$ cat src/dtc_params.svh
// Constants of the dual timer/counter block: register addresses, bit
// positions, reset values and prescaler counts.
// Assumes it is included by bare name from every file that needs it.
`ifndef DTC_PARAMS_SVH
`define DTC_PARAMS_SVH

// ----------------------------------------------------------------------
// Register addresses in the special-function space
// ----------------------------------------------------------------------
`define DTC_ADR_TCTL     8'h88
`define DTC_ADR_TMODE    8'h89
`define DTC_ADR_A_LOW    8'h8A
`define DTC_ADR_B_LOW    8'h8B
`define DTC_ADR_A_HIGH   8'h8C
`define DTC_ADR_B_HIGH   8'h8D
`define DTC_ADR_CKCTL    8'h8E

// ----------------------------------------------------------------------
// Bit positions
// ----------------------------------------------------------------------
`define DTC_B_OVF        7
`define DTC_B_RUN        6
`define DTC_A_OVF        5
`define DTC_A_RUN        4
`define DTC_X1_FLAG      3
`define DTC_X1_TYPE      2
`define DTC_X0_FLAG      1
`define DTC_X0_TYPE      0
`define DTC_GATE1        7
`define DTC_CT1          6
`define DTC_GATE0        3
`define DTC_CT0          2
`define DTC_C_FAST       5
`define DTC_B_FAST       4
`define DTC_A_FAST       3
`define DTC_PIN_IRQ0     0
`define DTC_PIN_IRQ1     1
`define DTC_PIN_TA       2
`define DTC_PIN_TB       3

// ----------------------------------------------------------------------
// Reset values, masks and prescaler counts
// ----------------------------------------------------------------------
`define DTC_TCTL_RST     8'h00
`define DTC_TMODE_RST    8'h00
`define DTC_CKCTL_RST    8'h01
`define DTC_CKCTL_WMASK  8'h3F
`define DTC_PRE_LAST     4'hB
`define DTC_PRE_FAST     2'h3
`define DTC_SYNC_RST     4'hF

`endif

$ cat src/dtc_pkg.sv
// Types and shared arithmetic of the dual timer/counter block.
// Assumes dtc_params.svh is on the include path.
`include "dtc_params.svh"

package dtc_pkg;

	// Mode-select decode of a timer's two mode bits
	typedef enum logic [1:0] {
		DTC_M13   = 2'b00,
		DTC_M16   = 2'b01,
		DTC_M8R   = 2'b10,
		DTC_SPLIT = 2'b11
	} dtc_mode_e;

	typedef struct packed {
		logic [7:0] tctl;
		logic [7:0] tmode;
		logic [7:0] ckctl;
		logic [7:0] a_low;
		logic [7:0] a_high;
		logic [7:0] b_low;
		logic [7:0] b_high;
		logic [7:0] rdata;
		logic       pulse_a;
		logic       pulse_b;
	} dtc_core_s;

	typedef struct packed {
		logic [3:0] s1;
		logic [3:0] s2;
		logic [3:0] s3;
	} dtc_sync_s;

	typedef struct packed {
		logic [3:0] cnt;
	} dtc_pre_s;

	// One increment of a timer; returns {overflow, high, low}
	function automatic logic [16:0] dtc_step(input dtc_mode_e m,
		input logic [7:0] lo, input logic [7:0] hi);
		logic [12:0] c13;
		logic [15:0] c16;
		c13 = {hi, lo[4:0]} + 13'h0001;
		c16 = {hi, lo} + 16'h0001;
		case (m)
			DTC_M13: dtc_step = {({hi, lo[4:0]} == 13'h1FFF), c13[12:5], lo[7:5], c13[4:0]};
			DTC_M16: dtc_step = {({hi, lo} == 16'hFFFF), c16};
			DTC_M8R: dtc_step = (lo == 8'hFF) ? {1'b1, hi, hi} : {1'b0, hi, c16[7:0]};
			default: dtc_step = {(lo == 8'hFF), hi, c16[7:0]};
		endcase
	endfunction

endpackage

$ cat src/dtc_io_if.sv
// Carrier between the prescaler, the pin synchroniser and the timer core.
// Assumes all three sit on the same clock.
`timescale 1ns/1ps
`default_nettype none

interface dtc_io_if;
	logic       tick4;
	logic       tick12;
	logic [3:0] lvl;
	logic [3:0] fall;

	modport pre  (output tick4, output tick12);
	modport syn  (output lvl, output fall);
	modport core (input tick4, input tick12, input lvl, input fall);
endinterface

`default_nettype wire

$ cat src/dtc_top.sv
// Dual 8/13/16-bit timer/counter with external interrupt flags and
// clock-rate control, on the cpu special-function-register port.
// Assumes a single cpu clock and vectoring strobes from the cpu core.
//
// Summary of operation
// - Edge type: falling edge on irq1 pin sets its flag; vector or software clears.
// - Level type: irq1 flag mirrors low pin; software writes ignored.
// - Irq0 flag behaves as irq1 flag, with its own pin and type bit.
// - Irq1 type bit: 1 selects falling edge, 0 selects low level.
// - Irq0 type bit: 1 selects falling edge, 0 selects low level.
// - Mode 0 counts 13 bits: low five of low byte, all of high.
// - Count only with run set (timer b needs none while timer a is split) and, when gated, irq pin high.
// - Source select picks divided clock or falling edges on count input.
// - 13-bit rollover sets overflow flag and one-cycle overflow pulse.
// - Mode 1 counts 16 bits, rolling to zero after all ones.
// - Mode 2: low byte counts, reloads from high byte past 0xFF.
// - Timer b in mode 3 stops and holds its count.
// - Timer a mode 3: low byte counts with timer a's own controls.
// - Timer a mode 3: high byte counts clock, run b, flag b.
// - With timer a split, timer b runs in modes 0-2, stops in 3.
// - Rate bit 1 gives increment every four clocks, 0 every twelve.
// - Rate bits do not affect counting of external transitions.
// - Stretch field gives two plus value cycles; register resets to 0x01.
// - Overflow flags set on overflow (timer b's not while timer a is split), cleared on vectoring.
// - Mode bits: 00 13-bit, 01 16-bit, 10 reload, 11 split.
`timescale 1ns/1ps
`default_nettype none
`include "dtc_params.svh"

module dtc_top
(
	// Clock and reset
	input  wire logic       mclk,
	input  wire logic       rstn,
	// Special-function-register port
	input  wire logic [7:0] sfr_addr,
	input  wire logic       sfr_wr,
	input  wire logic       sfr_rd,
	input  wire logic [7:0] sfr_wdata,
	output logic      [7:0] sfr_rdata,
	// Vectoring strobes from the cpu
	input  wire logic       vec_ext0,
	input  wire logic       vec_ext1,
	input  wire logic       vec_ctr_a,
	input  wire logic       vec_ctr_b,
	// Pins
	input  wire logic       ext_irq0_pin_n,
	input  wire logic       ext_irq1_pin_n,
	input  wire logic       ctr_a_ext_in,
	input  wire logic       ctr_b_ext_in,
	// Flags and pulses
	output logic            ext0_edge_flag,
	output logic            ext1_edge_flag,
	output logic            ctr_a_ovf_flag,
	output logic            ctr_b_ovf_flag,
	output logic            ctr_a_ovf_pulse,
	output logic            ctr_b_ovf_pulse,
	// Clock-control fields used elsewhere
	output logic      [2:0] ext_mem_stretch,
	output logic            ctr_c_fast_sel
);
	import dtc_pkg::*;

	// ------------------------------------------------------------------
	// Declarations
	// ------------------------------------------------------------------
	dtc_core_s   r;
	dtc_core_s   n;
	dtc_mode_e   mode_a;
	dtc_mode_e   mode_b;
	logic        split_a;
	logic [16:0] step_a;
	logic [16:0] step_b;
	logic        src_a;
	logic        src_b;
	logic        en_a;
	logic        en_ah;
	logic        en_b;
	logic        ovf_a;
	logic        ovf_ah;
	logic        ovf_b;
	logic        wr_tctl;
	logic        wr_a;
	logic        wr_b;

	dtc_io_if io ();

	// ------------------------------------------------------------------
	// Prescaler and pin synchroniser
	// ------------------------------------------------------------------
	dtc_prescale u_pre
	(
		.mclk (mclk),
		.rstn (rstn),
		.io   (io)
	);

	dtc_sync u_sync
	(
		.mclk (mclk),
		.rstn (rstn),
		.pins ({ctr_b_ext_in, ctr_a_ext_in, ext_irq1_pin_n, ext_irq0_pin_n}),
		.io   (io)
	);

	// ------------------------------------------------------------------
	// Count enables
	// ------------------------------------------------------------------
	// Mode fields decode straight into the enum
	assign mode_a  = dtc_mode_e'(r.tmode[1:0]);
	assign mode_b  = dtc_mode_e'(r.tmode[5:4]);
	assign split_a = (mode_a == DTC_SPLIT);

	// External edges bypass the rate bits
	assign src_a = r.tmode[`DTC_CT0] ? io.fall[`DTC_PIN_TA] :
		(r.ckctl[`DTC_A_FAST] ? io.tick4 : io.tick12);
	assign src_b = r.tmode[`DTC_CT1] ? io.fall[`DTC_PIN_TB] :
		(r.ckctl[`DTC_B_FAST] ? io.tick4 : io.tick12);

	// Gate uses the synchronised pin level, high means counting allowed
	assign en_a = r.tctl[`DTC_A_RUN] & src_a
		& (~r.tmode[`DTC_GATE0] | io.lvl[`DTC_PIN_IRQ0]);
	// Split high byte: clock only, run bit borrowed from timer b
	assign en_ah = split_a & r.tctl[`DTC_B_RUN]
		& (r.ckctl[`DTC_A_FAST] ? io.tick4 : io.tick12);
	// With timer a split, timer b's own run bit is taken; mode 3 turns it off
	assign en_b = (mode_b != DTC_SPLIT) & (split_a | r.tctl[`DTC_B_RUN])
		& src_b & (~r.tmode[`DTC_GATE1] | io.lvl[`DTC_PIN_IRQ1]);

	assign step_a = dtc_step(mode_a, r.a_low, r.a_high);
	assign step_b = dtc_step(mode_b, r.b_low, r.b_high);

	assign ovf_a  = en_a & step_a[16];
	assign ovf_ah = en_ah & (r.a_high == 8'hFF);
	assign ovf_b  = en_b & step_b[16];

	// Register write strobes, from direct address compares
	assign wr_tctl = sfr_wr & (sfr_addr == `DTC_ADR_TCTL);
	assign wr_a    = sfr_wr & ((sfr_addr == `DTC_ADR_A_LOW) | (sfr_addr == `DTC_ADR_A_HIGH));
	assign wr_b    = sfr_wr & ((sfr_addr == `DTC_ADR_B_LOW) | (sfr_addr == `DTC_ADR_B_HIGH));

	// ------------------------------------------------------------------
	// Next state
	// ------------------------------------------------------------------
	always_comb
	begin
		n = r;
		n.pulse_a = ovf_a;
		n.pulse_b = ovf_b | ovf_ah;
		// Counting; low byte upper bits in mode 0 are left as they were
		if (en_a)
		begin
			n.a_low = step_a[7:0];
			if (!split_a)
				n.a_high = step_a[15:8];
		end
		if (en_ah)
			n.a_high = r.a_high + 8'h01;
		if (en_b)
		begin
			n.b_low  = step_b[7:0];
			n.b_high = step_b[15:8];
		end
		// Software writes win over a same-cycle increment
		if (sfr_wr)
		begin
			if (sfr_addr == `DTC_ADR_TCTL)
				n.tctl = sfr_wdata;
			else if (sfr_addr == `DTC_ADR_TMODE)
				n.tmode = sfr_wdata;
			else if (sfr_addr == `DTC_ADR_A_LOW)
				n.a_low = sfr_wdata;
			else if (sfr_addr == `DTC_ADR_B_LOW)
				n.b_low = sfr_wdata;
			else if (sfr_addr == `DTC_ADR_A_HIGH)
				n.a_high = sfr_wdata;
			else if (sfr_addr == `DTC_ADR_B_HIGH)
				n.b_high = sfr_wdata;
			else if (sfr_addr == `DTC_ADR_CKCTL)
				n.ckctl = sfr_wdata & `DTC_CKCTL_WMASK;
		end
		// Vectoring clears, then hardware sets so a same-cycle event survives
		if (vec_ctr_a)
			n.tctl[`DTC_A_OVF] = 1'b0;
		if (vec_ctr_b)
			n.tctl[`DTC_B_OVF] = 1'b0;
		if (ovf_a)
			n.tctl[`DTC_A_OVF] = 1'b1;
		if ((ovf_b & !split_a) | ovf_ah)
			n.tctl[`DTC_B_OVF] = 1'b1;
		// External interrupt 1
		if (n.tctl[`DTC_X1_TYPE])
		begin
			if (vec_ext1)
				n.tctl[`DTC_X1_FLAG] = 1'b0;
			if (io.fall[`DTC_PIN_IRQ1])
				n.tctl[`DTC_X1_FLAG] = 1'b1;
		end
		else
			n.tctl[`DTC_X1_FLAG] = ~io.lvl[`DTC_PIN_IRQ1];
		// External interrupt 0
		if (n.tctl[`DTC_X0_TYPE])
		begin
			if (vec_ext0)
				n.tctl[`DTC_X0_FLAG] = 1'b0;
			if (io.fall[`DTC_PIN_IRQ0])
				n.tctl[`DTC_X0_FLAG] = 1'b1;
		end
		else
			n.tctl[`DTC_X0_FLAG] = ~io.lvl[`DTC_PIN_IRQ0];
		// Read data is captured on the read strobe and then held
		if (sfr_rd)
		begin
			if (sfr_addr == `DTC_ADR_TCTL)
				n.rdata = r.tctl;
			else if (sfr_addr == `DTC_ADR_TMODE)
				n.rdata = r.tmode;
			else if (sfr_addr == `DTC_ADR_A_LOW)
				n.rdata = r.a_low;
			else if (sfr_addr == `DTC_ADR_B_LOW)
				n.rdata = r.b_low;
			else if (sfr_addr == `DTC_ADR_A_HIGH)
				n.rdata = r.a_high;
			else if (sfr_addr == `DTC_ADR_B_HIGH)
				n.rdata = r.b_high;
			else if (sfr_addr == `DTC_ADR_CKCTL)
				n.rdata = r.ckctl;
			else
				n.rdata = 8'h00;
		end
	end

	// ------------------------------------------------------------------
	// State register
	// ------------------------------------------------------------------
	always_ff @(posedge mclk or negedge rstn)
	begin
		if (!rstn)
		begin
			r       <= '0;
			r.tctl  <= `DTC_TCTL_RST;
			r.tmode <= `DTC_TMODE_RST;
			r.ckctl <= `DTC_CKCTL_RST;
		end
		else
			r <= n;
	end

	// ------------------------------------------------------------------
	// Outputs
	// ------------------------------------------------------------------
	assign sfr_rdata       = r.rdata;
	assign ext0_edge_flag  = r.tctl[`DTC_X0_FLAG];
	assign ext1_edge_flag  = r.tctl[`DTC_X1_FLAG];
	assign ctr_a_ovf_flag  = r.tctl[`DTC_A_OVF];
	assign ctr_b_ovf_flag  = r.tctl[`DTC_B_OVF];
	assign ctr_a_ovf_pulse = r.pulse_a;
	assign ctr_b_ovf_pulse = r.pulse_b;
	assign ext_mem_stretch = r.ckctl[2:0];
	assign ctr_c_fast_sel  = r.ckctl[`DTC_C_FAST];
endmodule

`default_nettype wire

$ cat src/dtc_prescale.sv
// Divide-by-4 and divide-by-12 enable pulses from the cpu clock.
// Assumes one free-running clock; both ticks are one cycle wide.
`timescale 1ns/1ps
`default_nettype none
`include "dtc_params.svh"

module dtc_prescale
	import dtc_pkg::*;
(
	// Clock and reset
	input  wire logic mclk,
	input  wire logic rstn,
	// Tick outputs
	dtc_io_if.pre     io
);
	dtc_pre_s r;
	dtc_pre_s n;

	// Modulo-12 count; 12 is a multiple of 4 so both ticks share it
	always_comb
	begin
		n = r;
		n.cnt = (r.cnt == `DTC_PRE_LAST) ? 4'h0 : r.cnt + 4'h1;
	end

	always_ff @(posedge mclk or negedge rstn)
	begin
		if (!rstn)
			r <= '0;
		else
			r <= n;
	end

	assign io.tick12 = (r.cnt == `DTC_PRE_LAST);
	assign io.tick4  = (r.cnt[1:0] == `DTC_PRE_FAST);
endmodule

`default_nettype wire

$ cat src/dtc_sync.sv
// Two-stage synchroniser and falling-edge detector for the four pins.
// Assumes pins idle high; edges are found on the synchronised copy.
`timescale 1ns/1ps
`default_nettype none
`include "dtc_params.svh"

module dtc_sync
	import dtc_pkg::*;
(
	// Clock and reset
	input  wire logic       mclk,
	input  wire logic       rstn,
	// Raw pins
	input  wire logic [3:0] pins,
	// Synchronised levels and edges
	dtc_io_if.syn           io
);
	dtc_sync_s r;
	dtc_sync_s n;

	// Shift chain; s1 feeds s2 only, s3 is the previous sample
	always_comb
	begin
		n = r;
		n.s1 = pins;
		n.s2 = r.s1;
		n.s3 = r.s2;
	end

	always_ff @(posedge mclk or negedge rstn)
	begin
		if (!rstn)
			r <= {`DTC_SYNC_RST, `DTC_SYNC_RST, `DTC_SYNC_RST};
		else
			r <= n;
	end

	assign io.lvl  = r.s2;
	assign io.fall = r.s3 & ~r.s2;
endmodule

`default_nettype wire

$ cat config.mk
export PLATFORM = sky130hd
export DESIGN_NAME = dtc_top
export DESIGN_NICKNAME = d
export VERILOG_FILES = /design/src/dtc_pkg.sv /design/src/dtc_io_if.sv /design/src/dtc_top.sv /design/src/dtc_prescale.sv /design/src/dtc_sync.sv
export VERILOG_INCLUDE_DIRS = /design/src /design/src/src
export SDC_FILE = /design/constraint.sdc
export NUM_CORES = 1
export LEC_CHECK = 0
export BUFFER_PORTS_ARGS = -buffer_cell sky130_fd_sc_hd__clkbuf_2
export CORE_MARGIN = 3
export CORE_UTILIZATION = 53
export CTS_CLUSTER_DIAMETER = 50
export CTS_CLUSTER_SIZE = 10
export DETAILED_ROUTE_END_ITERATION = 16
export GPL_ROUTABILITY_DRIVEN = 1
export HOLD_SLACK_MARGIN = 0.15
export PLACE_DENSITY_LB_ADDON = 0.1
export SLEW_MARGIN = 20
export SYNTH_ARGS = -nofsm -noshare
export SYNTH_HDL_FRONTEND = slang
export SYNTH_HIERARCHICAL = 1
export SYNTH_SLANG_ARGS = --single-unit
export TNS_END_PERCENT = 10
$ cat constraint.sdc
create_clock -name mclk -period 2.1 [get_ports mclk]
set_input_delay 0.42 -clock mclk [delete_from_list [all_inputs] [get_ports mclk]]
set_output_delay 0.42 -clock mclk [all_outputs]
set_load 0.05 [all_outputs]
# After elaboration in Yosys (flattened, before gate mapping)
# Cells that the tools add are included.
dict set report totals {
  word_cells 141
  in_bits 28
  register_bits 80
  output_inout_bits 18
}
dict set report op_classes {
  muxes 48
  bitwise 28
  reduce_logical 14
  n_eq_ne 26
  addsub 6
}
# operator n
set ops {}
lappend ops {{2-to-1 mux 8 bit} 17}
lappend ops {{case mux 17 bit (3 select lines)} 2}
lappend ops {{== test 8 bit, second input constant} 10}
lappend ops {{2-to-1 mux 56 bit} 1}
lappend ops {{2-to-1 mux 48 bit} 1}
lappend ops {{2-to-1 mux 38 bit} 1}
lappend ops {{2-to-1 mux 6 bit} 6}
lappend ops {{2-to-1 mux 17 bit} 2}
lappend ops {{adder 16 x 1 -> 16 bit, second input constant} 2}
lappend ops {{== test 16 bit, second input constant} 2}
lappend ops {{2-to-1 mux 16 bit} 2}
lappend ops {{adder 13 x 1 -> 13 bit, second input constant} 2}
lappend ops {{== test 13 bit, second input constant} 2}
lappend ops {{2-to-1 mux 24 bit} 1}
lappend ops {{2-to-1 mux 1 bit} 14}
lappend ops {{nonzero test 3 bit} 4}
lappend ops {{bitwise AND 1 bit} 11}
lappend ops {{NOT 1 bit} 10}
lappend ops {{AND reduction 2 bit} 5}
lappend ops {{adder 8 x 1 -> 8 bit, second input constant} 1}
lappend ops {{== test 2 bit, second input constant} 4}
lappend ops {{inequality test 4 x 2 -> 1 bit, second input constant} 2}
lappend ops {{inequality test 4 x 3 -> 1 bit, second input constant} 2}
lappend ops {{AND reduction 8 bit} 1}
lappend ops {{other kinds (11)} 17}

# Depth between registers and ports, before layout
dict set report logic_depth {
  depth_word 16
  mapped_depth 10
  depth_no_buf 8
}

# Modules after synthesis
# The synthesis kept the hierarchy.
# module seq_area_each_um2 cells_per_inst n_inst area_each_um2
set by_module_without_submodules {}
lappend by_module_without_submodules {dtc_top 1602.8 496 1 4359.2}
lappend by_module_without_submodules {dtc_sync 315.3 20 1 400.4}
lappend by_module_without_submodules {dtc_prescale 100.1 14 1 180.2}

# Least setup slack after synthesis
# OpenSTA, ideal clock, no wires.
dict set report synth_path {
  path_kind {reg-to-reg}
  start {register u_pre/r[0] (netlist bit)}
  end {register r[15] (netlist bit)}
  synth_period_minus_slack_ns 2.325
  slack_ns -0.225
  required_ns 2.033
  stages_incl_launch_ff 10
  t_arrival_ns 2.258
  path_buffers 1
  setup_ns 0.067
  path_cell_list {dfrtp_1 ha_1 and3b_1 nor2b_1 a211oi_1 or3_1 clkbuf_1 or4b_1 o21ai_1 o41a_1}
}
# item line_no
set synth_lines {}
lappend synth_lines {{start, declared} dtc_prescale.sv:16} ;# dtc_pre_s r;
lappend synth_lines {{start signal, assigned} dtc_prescale.sv:31} ;# r <= n;
lappend synth_lines {{end signal, assigned} dtc_top.sv:246} ;# r <= n;
lappend synth_lines {{end, declared} dtc_top.sv:67} ;# dtc_core_s r;

==> results.sh <==
export IMPL_drive_above_1_share=0.3317
export IMPL_leakage_nw=2.526
export IMPL_tightestPinTransition_ns=0.4715
export IMPL_design_die_area_mm2=0.01048
export IMPL_fp_dieH_um=102.4
export IMPL_worstPathCellList="ha_4 -> and3b_1 -> buf_6 -> mux2_4 -> o2111ai_4 -> buf_6 -> a2111oi_4 -> xor2_1 -> nor2_1 -> o22ai_2"
export IMPL_nets=651
export IMPL_syn_nets=560
export IMPL_hold_slack_ns=0.2446
export IMPL_worst_slack_ns=-0.1012
export IMPL_grt_overflow_total=0
export IMPL_insertion_delay_ns=0.36
export IMPL_failed_checks="negative setup slack"
export IMPL_final_cell_mix="buf_4 (71), dfrtp_1 (66), clkbuf_2 (44), nand2_1 (39), nor2_1 (35)"
export IMPL_slowest_delay_ns=0.43
export IMPL_tritoncts="yes"
export IMPL_drt_initial_drc_count=351
export IMPL_num_io_pins=46
export IMPL_wl_mm=15.12
export IMPL_fin_skew_ns=0.008528
export IMPL_detail_route_first_pass_iterations=5
export IMPL_slowest_stage="dfrtp_1"
export IMPL_cts_sinks=80
export IMPL_finalHoldViolations=0
export IMPL_period_share=1.048
export IMPL_grt_antenna_before_repair=0
export IMPL_cp_required_ns=2.34
export IMPL_grt_pass1_wl_mm=23.18
export IMPL_path_class="flip-flop to flip-flop"
export IMPL_htree_levels=3
export IMPL_final_design_area_no_fill_mm2=0.006057
export IMPL_syn_to_final_growth_pct=22.99
export IMPL_rsz0062_at_grt="true"
export IMPL_syn_avg_cell_area_um2=9.327
export IMPL_placement_cell_area_mm2=0.005650
export IMPL_timing_fmax_mhz=454.3
export IMPL_hold_path_class="input port to flip-flop"
export IMPL_floorplan_initialDensity=0.5539
export IMPL_clk_pin_slew_worst_paths_ns=0.10
export IMPL_final_common_cell="buf_4"
export IMPL_p_total_mw=3.539
export IMPL_cp_start_kind="flip-flop"
export IMPL_num_rows=34
export IMPL_coreArea_mm2=0.008891
export IMPL_postSynthCellCount=528
export IMPL_yosysWarnings=6
export IMPL_instances_no_fill=732
export IMPL_clk_path_buf_depth=2
export IMPL_cap_violations=0
export IMPL_postRouteAntennaNets=0
export IMPL_setup_viol=16
export IMPL_arrival_ns=2.44
export IMPL_grt_pass1_vias=4296
export IMPL_power_density_mw_per_mm2=584.3
export IMPL_netlist_area_mm2=0.004925
export IMPL_die_x_um=102.4
export IMPL_drv_slew=0
export IMPL_wire_per_inst_um=20.65
export IMPL_port_buffers=45
export IMPL_critPathMaxFanout=4
export IMPL_maxSlewHeadroom=0.6845
export IMPL_cts_root_buf="clkbuf_8"
export IMPL_dp_hpwl_mm=11.03
export IMPL_period_needed_ns=2.201
export IMPL_globalRouteTotalUtil=0.2948
export IMPL_vias_per_cell=6.296
export IMPL_cts_inserted_buffers=9
export IMPL_drc_errors=0
export IMPL_dr_total_vias=4609
export IMPL_ir_drop_v=0.0003444
export IMPL_worstSetupEndpointType="flip-flop"
export IMPL_outcome="finished with violations"
export IMPL_crit_top_cell="buf_6"
export IMPL_dp_cells=708
export IMPL_grt_max_degree=41
export IMPL_antenna_cells=0
export IMPL_gp_congestion=0.9438
## layer usage
| metal | vias up | global-route usage | part of all wire |
|---|---|---|---|
| li1 | 2144 | - | - |
| met1 | 2253 | 0.4005 | 0.43 |
| met2 | 172 | 0.4713 | 0.47 |
| met3 | 40 | 0.03891 | 0.064 |
| met4 | 0 | 0.1302 | 0.037 |
| met5 | - | 0 | 0 |
## worst max-delay path: cells and delay by family, from the launching register on
kind,cells,cell delay (ns)
buffers and inverters,2,0.29
AO/OA/AOI/OAI,3,0.40
flip-flops,1,0.43
XOR/XNOR,1,0.15
multiplexers,1,0.31
adder cells (fa/ha/maj),1,0.17
AND/OR/NAND/NOR,2,0.33
## cell type report
type / count / area, um2
repair buffers: 125 / 885.9
well taps: 108 / 135.1
clock inverters: 6 / 51.30
fillers: 720 / 2834
flip-flops and latches: 80 / 2019
clock buffers: 10 / 137.6
inverters: 18 / 67.56
multi-input cells: 385 / 2760
## metrics by stage
step           setup TNS, ns  utilization  setup slack (ns)
3_3_place_gp         -0.7442       0.6355           -0.1006
3_5_place_dp          -1.819       0.6355           -0.1424
4_1_cts              -0.4476       0.6704          -0.06230
5_1_grt               -2.991       0.6813           -0.1855
2_1_floorplan        -0.4050            -           -0.1124
6_report             -0.7483       0.6813           -0.1012
## where the power goes
group / internal (mW) / switching [mW]
clock network: 0.479 / 0.655
registers: 1.64 / 0.105
logic: 0.277 / 0.385
## flip-flops by register name, summed over array words and instances (netlist names), 2 cells and up
| signal | count |
|---|---|
| ext_mem_stretch | 3 |
| mode_a | 2 |
| mode_b | 2 |
| r | 42 |
| sfr_rdata | 8 |
| u_pre/r | 4 |
| u_sync/io.lvl | 4 |
| u_sync/n | 4 |
| u_sync/r | 4 |
## timing repair
item / 4_1_cts / 5_1_grt
pin swaps: 5 / 7
hold endpoints to repair: 27 / 0
endpoints found under the setup margin: 26 / 32
gates resized for setup: 17 / 21
buffers inserted: 2 / 1
hold buffers: 5 / 0
## path summary, 6_finish.rpt
| path | from | to | slack, ns | cells past startpoint |
|---|---|---|---|---|
| worst min register to register | u_sync/n[4] | u_sync/io.lvl[0] | 0.36 | 0 |
| max in group asynchronous | rstn | u_sync/io.lvl[1] | 0.96 | 3 |
| worst min-delay path | vec_ctr_a | ctr_a_ovf_flag | 0.24 | 2 |
| worst max register to register | u_pre/r[1] | r[27] | -0.10 | 10 |
| min in group asynchronous | rstn | r[38] | 0.53 | 2 |
| worst max-delay path | u_pre/r[1] | r[27] | -0.10 | 10 |
No activity file was read; power rests on OpenSTA's default activity.
